## config.mk

```make
export PLATFORM = sky130hd
export DESIGN_NAME = eda_top
export DESIGN_NICKNAME = d
export VERILOG_FILES = /design/src/eda_nvmem.v /design/src/eda_top.v
export VERILOG_INCLUDE_DIRS = /design/src
export SDC_FILE = /design/constraint.sdc
export NUM_CORES = 2
export LEC_CHECK = 0
export ABC_AREA = 1
export BUFFER_PORTS_ARGS = -buffer_cell sky130_fd_sc_hd__buf_2
export CAP_MARGIN = 5
export CELL_PAD_IN_SITES_DETAIL_PLACEMENT = 0
export CELL_PAD_IN_SITES_GLOBAL_PLACEMENT = 1
export CORE_MARGIN = 2
export CORE_UTILIZATION = 51
export DETAILED_ROUTE_END_ITERATION = 8
export PLACE_DENSITY = 0.9
export SYNTH_ARGS = -nofsm -noshare
export SYNTH_HDL_FRONTEND = slang
export SYNTH_HIERARCHICAL = 1
export SYNTH_SLANG_ARGS = --single-unit
```

## constraint.sdc

```tcl
create_clock -name core_clk -period 5.1 [get_ports core_clk]
set_input_delay 1.02 -clock core_clk [delete_from_list [all_inputs] [get_ports core_clk]]
set_output_delay 1.02 -clock core_clk [all_outputs]
set_load 0.05 [all_outputs]
```

## src/eda_consts.vh

```
// Constants for the EEPROM data access block
`ifndef EDA_CONSTS_VH
`define EDA_CONSTS_VH

// Register byte offsets on the AXI4-Lite bus
`define EDA_ADDR_W 8
`define EDA_OFS_CONTROL 8'h00
`define EDA_OFS_UNLOCK 8'h04
`define EDA_OFS_LOCATION 8'h08
`define EDA_OFS_VALUE 8'h0C
`define EDA_OFS_IRQ_STATUS 8'h10
`define EDA_OFS_IRQ_MASK 8'h14

// Control register field positions
`define EDA_BIT_SPACE 7
`define EDA_BIT_ABORT 3
`define EDA_BIT_PERMIT 2
`define EDA_BIT_PGO 1
`define EDA_BIT_FGO 0

// Interrupt status field positions
`define EDA_IRQ_DONE 0
`define EDA_IRQ_ABORT 1
`define EDA_IRQ_W 2

// Unlock keys and sequence states
`define EDA_KEY_FIRST 8'h55
`define EDA_KEY_SECOND 8'hAA
`define EDA_UNL_IDLE 2'h0
`define EDA_UNL_FIRST 2'h1
`define EDA_UNL_ARMED 2'h2

// Data memory geometry and write cycle length
`define EDA_MEM_AW 8
`define EDA_MEM_DEPTH 256
`define EDA_WR_CYCLES 1000
`define EDA_CNT_W 16

// AXI responses
`define EDA_RESP_OKAY 2'h0
`define EDA_RESP_SLVERR 2'h2

`endif

```

## src/eda_nvmem.v

```verilog
// Data memory array with timed write cycle
`timescale 1ns/100ps
`default_nettype none
`include "eda_consts.vh"
module eda_nvmem #(
	parameter WR_CYCLES = `EDA_WR_CYCLES
) (
	// Clock and reset
	input wire core_clk,
	input wire nrst,
	// Write cycle control
	input wire start,
	input wire abort,
	input wire [`EDA_MEM_AW-1:0] wr_addr,
	input wire [7:0] wr_data,
	output reg busy,
	output reg done,
	// Read port
	input wire [`EDA_MEM_AW-1:0] rd_addr,
	output wire [7:0] rd_data
);
	reg [7:0] mem [0:`EDA_MEM_DEPTH-1];
	reg [`EDA_CNT_W-1:0] cnt;
	reg [`EDA_MEM_AW-1:0] addr_q;
	reg [7:0] data_q;

	localparam integer LAST_FULL = WR_CYCLES - 1;
	localparam [`EDA_CNT_W-1:0] LAST = LAST_FULL[`EDA_CNT_W-1:0];

	assign rd_data = mem[rd_addr];

	always @(posedge core_clk) begin
		if (!nrst) begin
			busy <= 1'b0;
			done <= 1'b0;
			cnt <= {`EDA_CNT_W{1'b0}};
			addr_q <= {`EDA_MEM_AW{1'b0}};
			data_q <= 8'h00;
		end else begin
			done <= 1'b0;
			if (abort) begin
				// Cell write is dropped; caller records the abort
				busy <= 1'b0;
			end else if (busy) begin
				if (cnt == LAST) begin
					busy <= 1'b0;
					done <= 1'b1;
				end else begin
					cnt <= cnt + {{(`EDA_CNT_W-1){1'b0}}, 1'b1};
				end
			end else if (start) begin
				busy <= 1'b1;
				cnt <= {`EDA_CNT_W{1'b0}};
				addr_q <= wr_addr;
				data_q <= wr_data;
			end
		end
	end

	always @(posedge core_clk) begin
		if (nrst && busy && !abort && cnt == LAST) begin
			mem[addr_q] <= data_q;
		end
	end
endmodule
`default_nettype wire

```

## src/eda_top.v

```verilog
// EEPROM data access control with AXI4-Lite register slave
//
// How it works
// - Bit 7 selects program or data space
// - Space select frozen while read/write busy
// - Reset or watchdog during data-space write sets abort
// - Permit bit gates every EEPROM write
// - Program-go starts write, hardware clears it
// - Software writing zero to program-go ignored
// - Fetch-go starts read, set-only, hardware clears
// - Read byte appears next cycle
// - Value register holds until read or write
// - Permit must precede program-go write
// - Clearing permit never aborts running write
// - 55h, AAh, then program-go unlocks write
// - Data-space write end clears program-go, sets done flag
`timescale 1ns/100ps
`default_nettype none
`include "eda_consts.vh"
module eda_top #(
	parameter WR_CYCLES = `EDA_WR_CYCLES
) (
	// Clock and reset
	input wire core_clk,
	input wire nrst,
	// External reset pin or watchdog reset event
	input wire warm_rst,
	// AXI4-Lite write address
	input wire [`EDA_ADDR_W-1:0] s_axi_awaddr,
	input wire [2:0] s_axi_awprot,
	input wire s_axi_awvalid,
	output wire s_axi_awready,
	// AXI4-Lite write data
	input wire [31:0] s_axi_wdata,
	input wire [3:0] s_axi_wstrb,
	input wire s_axi_wvalid,
	output wire s_axi_wready,
	// AXI4-Lite write response
	output reg [1:0] s_axi_bresp,
	output reg s_axi_bvalid,
	input wire s_axi_bready,
	// AXI4-Lite read address
	input wire [`EDA_ADDR_W-1:0] s_axi_araddr,
	input wire [2:0] s_axi_arprot,
	input wire s_axi_arvalid,
	output wire s_axi_arready,
	// AXI4-Lite read data
	output reg [31:0] s_axi_rdata,
	output reg [1:0] s_axi_rresp,
	output reg s_axi_rvalid,
	input wire s_axi_rready,
	// Program memory route
	output reg prog_rd_req,
	output reg prog_wr_req,
	output reg [7:0] prog_addr,
	output reg [7:0] prog_wdata,
	input wire [7:0] prog_rdata,
	// Interrupt
	output wire irq
);
	reg aw_got;
	reg w_got;
	reg [`EDA_ADDR_W-1:0] aw_addr;
	reg [7:0] w_byte;
	reg w_lane;
	reg space_select;
	reg abort_flag;
	reg cycle_permit;
	reg pgo;
	reg fgo;
	reg [1:0] unlock_state;
	reg [7:0] nv_location_reg;
	reg [7:0] nv_value_reg;
	reg [`EDA_IRQ_W-1:0] irq_status;
	reg [`EDA_IRQ_W-1:0] irq_mask;
	reg mem_start;
	wire mem_busy;
	wire mem_done;
	wire [7:0] mem_rdata;
	wire wr_fire;
	wire wr_ok;
	wire wr_ctl;
	wire wr_unlock;
	wire wr_loc;
	wire wr_val;
	wire wr_sts;
	wire wr_msk;
	wire [7:0] nv_control;
	wire start_ok;
	wire op_busy;
	wire mem_abort;

	assign s_axi_awready = !aw_got && !s_axi_bvalid;
	assign s_axi_wready = !w_got && !s_axi_bvalid;
	assign s_axi_arready = !s_axi_rvalid;
	assign wr_fire = aw_got && w_got && !s_axi_bvalid;
	assign wr_ok = wr_fire && w_lane;

	assign wr_ctl = wr_ok && aw_addr == `EDA_OFS_CONTROL;
	assign wr_unlock = wr_ok && aw_addr == `EDA_OFS_UNLOCK;
	assign wr_loc = wr_ok && aw_addr == `EDA_OFS_LOCATION;
	assign wr_val = wr_ok && aw_addr == `EDA_OFS_VALUE;
	assign wr_sts = wr_ok && aw_addr == `EDA_OFS_IRQ_STATUS;
	assign wr_msk = wr_ok && aw_addr == `EDA_OFS_IRQ_MASK;

	assign nv_control = {space_select, 3'h0, abort_flag, cycle_permit,
		pgo, fgo};
	assign op_busy = pgo || fgo;
	// A start issued on the same edge must be dropped as well
	assign mem_abort = warm_rst && (mem_busy || mem_start);

	// Old permit and a completed key sequence are both needed
	assign start_ok = wr_ctl && w_byte[`EDA_BIT_PGO] && !pgo && !fgo
		&& cycle_permit && unlock_state == `EDA_UNL_ARMED;

	assign irq = |(irq_status & irq_mask);

	eda_nvmem #(
		.WR_CYCLES(WR_CYCLES)
	) u_mem (
		.core_clk(core_clk),
		.nrst(nrst),
		.start(mem_start),
		.abort(mem_abort),
		.wr_addr(nv_location_reg),
		.wr_data(nv_value_reg),
		.busy(mem_busy),
		.done(mem_done),
		.rd_addr(nv_location_reg),
		.rd_data(mem_rdata)
	);

	// Write channel capture
	always @(posedge core_clk) begin
		if (!nrst) begin
			aw_got <= 1'b0;
			w_got <= 1'b0;
			aw_addr <= {`EDA_ADDR_W{1'b0}};
			w_byte <= 8'h00;
			w_lane <= 1'b0;
			s_axi_bvalid <= 1'b0;
			s_axi_bresp <= `EDA_RESP_OKAY;
		end else begin
			if (s_axi_awvalid && s_axi_awready) begin
				aw_got <= 1'b1;
				aw_addr <= s_axi_awaddr;
			end
			if (s_axi_wvalid && s_axi_wready) begin
				w_got <= 1'b1;
				w_byte <= s_axi_wdata[7:0];
				w_lane <= s_axi_wstrb[0];
			end
			if (wr_fire) begin
				aw_got <= 1'b0;
				w_got <= 1'b0;
				s_axi_bvalid <= 1'b1;
				if (aw_addr == `EDA_OFS_CONTROL ||
					aw_addr == `EDA_OFS_UNLOCK ||
					aw_addr == `EDA_OFS_LOCATION ||
					aw_addr == `EDA_OFS_VALUE ||
					aw_addr == `EDA_OFS_IRQ_STATUS ||
					aw_addr == `EDA_OFS_IRQ_MASK) begin
					s_axi_bresp <= `EDA_RESP_OKAY;
				end else begin
					s_axi_bresp <= `EDA_RESP_SLVERR;
				end
			end else if (s_axi_bvalid && s_axi_bready) begin
				s_axi_bvalid <= 1'b0;
			end
		end
	end

	// Read channel
	always @(posedge core_clk) begin
		if (!nrst) begin
			s_axi_rvalid <= 1'b0;
			s_axi_rdata <= 32'h00000000;
			s_axi_rresp <= `EDA_RESP_OKAY;
		end else if (s_axi_arvalid && s_axi_arready) begin
			s_axi_rvalid <= 1'b1;
			s_axi_rresp <= `EDA_RESP_OKAY;
			if (s_axi_araddr == `EDA_OFS_CONTROL) begin
				s_axi_rdata <= {24'h000000, nv_control};
			end else if (s_axi_araddr == `EDA_OFS_UNLOCK) begin
				s_axi_rdata <= 32'h00000000;
			end else if (s_axi_araddr == `EDA_OFS_LOCATION) begin
				s_axi_rdata <= {24'h000000, nv_location_reg};
			end else if (s_axi_araddr == `EDA_OFS_VALUE) begin
				s_axi_rdata <= {24'h000000, nv_value_reg};
			end else if (s_axi_araddr == `EDA_OFS_IRQ_STATUS) begin
				s_axi_rdata <= {30'h00000000, irq_status};
			end else if (s_axi_araddr == `EDA_OFS_IRQ_MASK) begin
				s_axi_rdata <= {30'h00000000, irq_mask};
			end else begin
				s_axi_rdata <= 32'h00000000;
				s_axi_rresp <= `EDA_RESP_SLVERR;
			end
		end else if (s_axi_rvalid && s_axi_rready) begin
			s_axi_rvalid <= 1'b0;
		end
	end

	// Unlock sequence tracker
	always @(posedge core_clk) begin
		if (!nrst || warm_rst) begin
			unlock_state <= `EDA_UNL_IDLE;
		end else if (wr_unlock) begin
			if (w_byte == `EDA_KEY_FIRST &&
				unlock_state == `EDA_UNL_IDLE) begin
				unlock_state <= `EDA_UNL_FIRST;
			end else if (w_byte == `EDA_KEY_SECOND &&
				unlock_state == `EDA_UNL_FIRST) begin
				unlock_state <= `EDA_UNL_ARMED;
			end else if (w_byte == `EDA_KEY_FIRST) begin
				unlock_state <= `EDA_UNL_FIRST;
			end else begin
				unlock_state <= `EDA_UNL_IDLE;
			end
		end else if (wr_ok) begin
			// Any other register write, including the go write itself
			unlock_state <= `EDA_UNL_IDLE;
		end
	end

	// Control register
	always @(posedge core_clk) begin
		if (!nrst) begin
			space_select <= 1'b0;
			abort_flag <= 1'b0;
			cycle_permit <= 1'b0;
			pgo <= 1'b0;
			fgo <= 1'b0;
			mem_start <= 1'b0;
			prog_rd_req <= 1'b0;
			prog_wr_req <= 1'b0;
			prog_addr <= 8'h00;
			prog_wdata <= 8'h00;
		end else if (warm_rst) begin
			space_select <= 1'b0;
			cycle_permit <= 1'b0;
			pgo <= 1'b0;
			fgo <= 1'b0;
			mem_start <= 1'b0;
			prog_rd_req <= 1'b0;
			prog_wr_req <= 1'b0;
			if (mem_busy || mem_start) begin
				abort_flag <= 1'b1;
			end
		end else begin
			mem_start <= 1'b0;
			prog_rd_req <= 1'b0;
			prog_wr_req <= 1'b0;
			// Read completes in one cycle
			if (fgo) begin
				fgo <= 1'b0;
			end
			if (mem_done) begin
				pgo <= 1'b0;
			end
			if (pgo && space_select && !mem_busy && !mem_start) begin
				pgo <= 1'b0;
			end
			if (wr_ctl) begin
				cycle_permit <= w_byte[`EDA_BIT_PERMIT];
				abort_flag <= w_byte[`EDA_BIT_ABORT];
				if (!op_busy) begin
					space_select <= w_byte[`EDA_BIT_SPACE];
				end
				if (start_ok) begin
					pgo <= 1'b1;
					if (space_select) begin
						prog_wr_req <= 1'b1;
						prog_addr <= nv_location_reg;
						prog_wdata <= nv_value_reg;
					end else begin
						mem_start <= 1'b1;
					end
				end else if (w_byte[`EDA_BIT_FGO] && !op_busy) begin
					fgo <= 1'b1;
					if (space_select) begin
						prog_rd_req <= 1'b1;
						prog_addr <= nv_location_reg;
					end
				end
			end
		end
	end

	// Location and value registers
	always @(posedge core_clk) begin
		if (!nrst) begin
			nv_location_reg <= 8'h00;
			nv_value_reg <= 8'h00;
		end else begin
			if (wr_loc) begin
				nv_location_reg <= w_byte;
			end
			if (fgo) begin
				if (space_select) begin
					nv_value_reg <= prog_rdata;
				end else begin
					nv_value_reg <= mem_rdata;
				end
			end else if (wr_val) begin
				nv_value_reg <= w_byte;
			end
		end
	end

	// Interrupt status and mask; hardware set wins over write-one clear
	always @(posedge core_clk) begin
		if (!nrst) begin
			irq_status <= {`EDA_IRQ_W{1'b0}};
			irq_mask <= {`EDA_IRQ_W{1'b0}};
		end else begin
			if (wr_sts) begin
				irq_status <= irq_status & ~w_byte[`EDA_IRQ_W-1:0];
			end
			if (mem_done) begin
				irq_status[`EDA_IRQ_DONE] <= 1'b1;
			end
			if (warm_rst && (mem_busy || mem_start)) begin
				irq_status[`EDA_IRQ_ABORT] <= 1'b1;
			end
			if (wr_msk) begin
				irq_mask <= w_byte[`EDA_IRQ_W-1:0];
			end
		end
	end
endmodule
`default_nettype wire

```

==> qor.txt <==
status: complete, no violations
Root Buffer Master: clkbuf_16
Site Rows: 152
Least-Margin Pin Slew: 1.17 ns
Die Span Y: 420 um
Routed WL: 223 mm
die area: 177000 sq um
EDFF count, synth: 2048
Pins Over Slew Limit: 0
CP Capture Type: flop
reg2reg end: nv_value_reg[2]$_SDFFE_PN0P_
PostCTS Resize Cnt: 0
Setup Buffers After CTS: 0
dominant synthesized flop cell: edfxtp_1
DRC Markers: 0
met3 wire length: 22.5 mm
share of cells above drive strength 1: 7.32%
Seq cells post-synth: 2159
total number of vias: 58.7k
met1 wire length: 85.4 mm
worst hold path class: input port to flop
area of the multi-input gates: 22000 sq um
# IOs: 134
H-tree depth: 4
CTS tree: yes
Req. time, crit path: 5.87 ns
hold path cells: 3
clock tree buffer depth: 3
Clock Skew: 0.0311 ns
max reg flops: 2048
Synth Area in XOR/XNOR: 0.0694%
Hold Slack: 0.446 ns
clock sinks: 2159
area grow syn2layout: 9.45%
depth of the most critical reg-to-reg path: 16
sequential share of the synthesized area: 72.2%
RSZ-0062 raised after global routing: no
1st-pass router iterations: 6
met2 WL post-DR: 106 mm
Worst Setup Slack, final: 1.14 ns
period utilization: 77.6%
largest net degree at the start of global routing: 168
Buffers on Ports: 74
Leak: 35.4 nW
DR vias/cell: 5.87
CP Launch Type: flop
drt initial violations: 8078
vias in the first global route: 55.8k
die width: 420 um
Placer Congestion: 0.898
commonest non-fill, non-tap cells in the layout: nand2_1, nand3_1, edfxtp_1, nor2_1, clkbuf_16
max cap viols: 0
crit path max fanout: 130
Reg2Reg Setup Slack: 1.14 ns
Max-slew headroom: 21.7%
diodes inserted: 0
multiplexer share of the synthesized area: 0%
Max Fclk: 253 MHz
Arr. time, crit path: 4.73 ns
post-layout net count: 7595
Post-Synthesis Cell Area: 88300 sq um
Mapped Avg Cell Area: 11.5 sq um
post-synthesis adder-cell area fraction: 0.0142%
Routed Antenna Nets: 0
fill cell count: 13.5k
Detailed Place HPWL: 121 mm
Netlist cell types: 45
commonest non-fill, non-tap cell in the layout: nand2_1
IR drop worst, VDD: 383 uV
minimum clock period: 3.96 ns
power per cell area: 349 nW/um^2
hold path startpoint: s_axi_wstrb[0]
main combinational cell family by area after synthesis: simple AND/OR/NAND/NOR gates
Synth Area in Simple Gates: 23.7%
critical path class: flop to flop
clk_lat worst skew: 0.84 ns
Routed WL per cell: 22.3 um
reg-to-reg startpoint: nv_location_reg[0]$_SDFFE_PN0P_
number of buffers created by CTS: 205
first-pass GRT wire length: 334 mm
Top reg by flops: u_mem/mem
dpl cell area: 90400 sq um
max layer used: met4
Final Hold Viols: 0
register area: 63800 sq um
All-Layer GR Usage: 25.1%
Initial Util: 51.4%
async set-reset flop share out of synthesis: 0%
hold_buf cts: 0
Compound-Gate Fraction of Synth Area: 0.985%
Endpoint, Worst Hold: w_lane$_SDFFE_PN0P_
biggest regs: u_mem/mem (2048), u_mem/cnt (16)
Ys Warns: 6
Synth Instances: 7672
post-route cell area: 96700 sq um
core footprint: 172000 sq um
DP Worst Slack: 1.22 ns
setup_tns: 0 ns
Setup violations, final: 0
initial antenna violation count: 1
GRT Residual Overflow: 0
Clk pin slew, worst setup/hold paths: 0.06 ns
## layer usage
metal	up-vias	GRT usage, %
met1	28400	33.6
met2	3014	40.4
li1	26800	-
met5	-	0
met3	497	4.70
met4	0	10.5
## worst max-delay path, cell delays in order, from the launching register on
cell,delay (ns)
dfxtp_4,0.49
inv_8,0.72
buf_4,0.53
nand2_1,0.10
nand3_1,0.11
nand3_1,0.12
nand3_1,0.14
nand3_1,0.09
nand3_1,0.25
nand3_1,0.24
nand2_1,0.20
nand2_1,0.08
nand2_1,0.20
o21ai_0,0.11
o22ai_1,0.15
a21oi_1,0.06
nor2_1,0.12
## Yosys cell counts, types with 12 or more instances
cell type	instances	area, sq um
nand2_1	2195	8240
edfxtp_1	2048	61500
nand3_1	2048	10200
clkbuf_1	335	1260
nor2_1	298	1120
dfxtp_1	111	2220
buf_2	102	510
inv_1	89	334
nor2_2	84	526
a21oi_1	80	400
o21ai_0	65	325
buf_1	51	191
buf_4	27	203
nand2_4	20	225
nand4_1	19	119
buf_6	16	180
nor3_1	14	70.1
o22ai_1	12	75.1
## worst max-delay path by stage
stage / endpoint / slack, ns / startpoint
floorplan: u_mem/mem[0][0]$_DFFE_PP_ / 0.85 / u_mem/data_q[0]$_SDFFE_PN0P_
global placement: u_mem/mem[42][7]$_DFFE_PP_ / 1.31 / nrst
global route: nv_value_reg[2]$_SDFFE_PN0P_ / 0.95 / nv_location_reg[0]$_SDFFE_PN0P_
detailed placement: u_mem/mem[42][0]$_DFFE_PP_ / 1.22 / nrst
finish: nv_value_reg[2]$_SDFFE_PN0P_ / 1.14 / nv_location_reg[0]$_SDFFE_PN0P_
CTS: nv_value_reg[2]$_SDFFE_PN0P_ / 1.29 / nv_location_reg[0]$_SDFFE_PN0P_
## final cells by class
class / count / area share, %
clock inverter: 112 / 0.865
tap: 2310 / 2.99
timing repair buffer: 147 / 1.42
multi-input combinational: 4911 / 22.7
sequential: 2159 / 66.0
clock buffer: 268 / 5.62
inverter: 96 / 0.401
## kinds of logic after synthesis
group	after synthesis
xor+xnor	7
buf+inv	627
other cells	1
flops	2159
fa+ha+maj	1
compound gates	167
simple gates	4710
## metrics by stage
step	instances	utilization, %	power [mW]
after floorplan	7697	-	19.7
after global placement	9623	52.6	19.7
after detailed placement	9623	52.6	19.7
after CTS	10000	56.3	33.8
after global routing	10000	56.3	34.5
final	10000	56.3	33.7
## power breakdown
part / internal (mW) / switching, mW / total (mW) / leakage, nW
logic: 0.0555 / 0.187 / 0.243 / 9.07
registers: 19.1 / 0.0152 / 19.1 / 23.3
clock network: 7.91 / 6.43 / 14.3 / 3.06
total: 27.1 / 6.63 / 33.7 / 35.4
No activity file was read; power rests on OpenSTA's default activity.
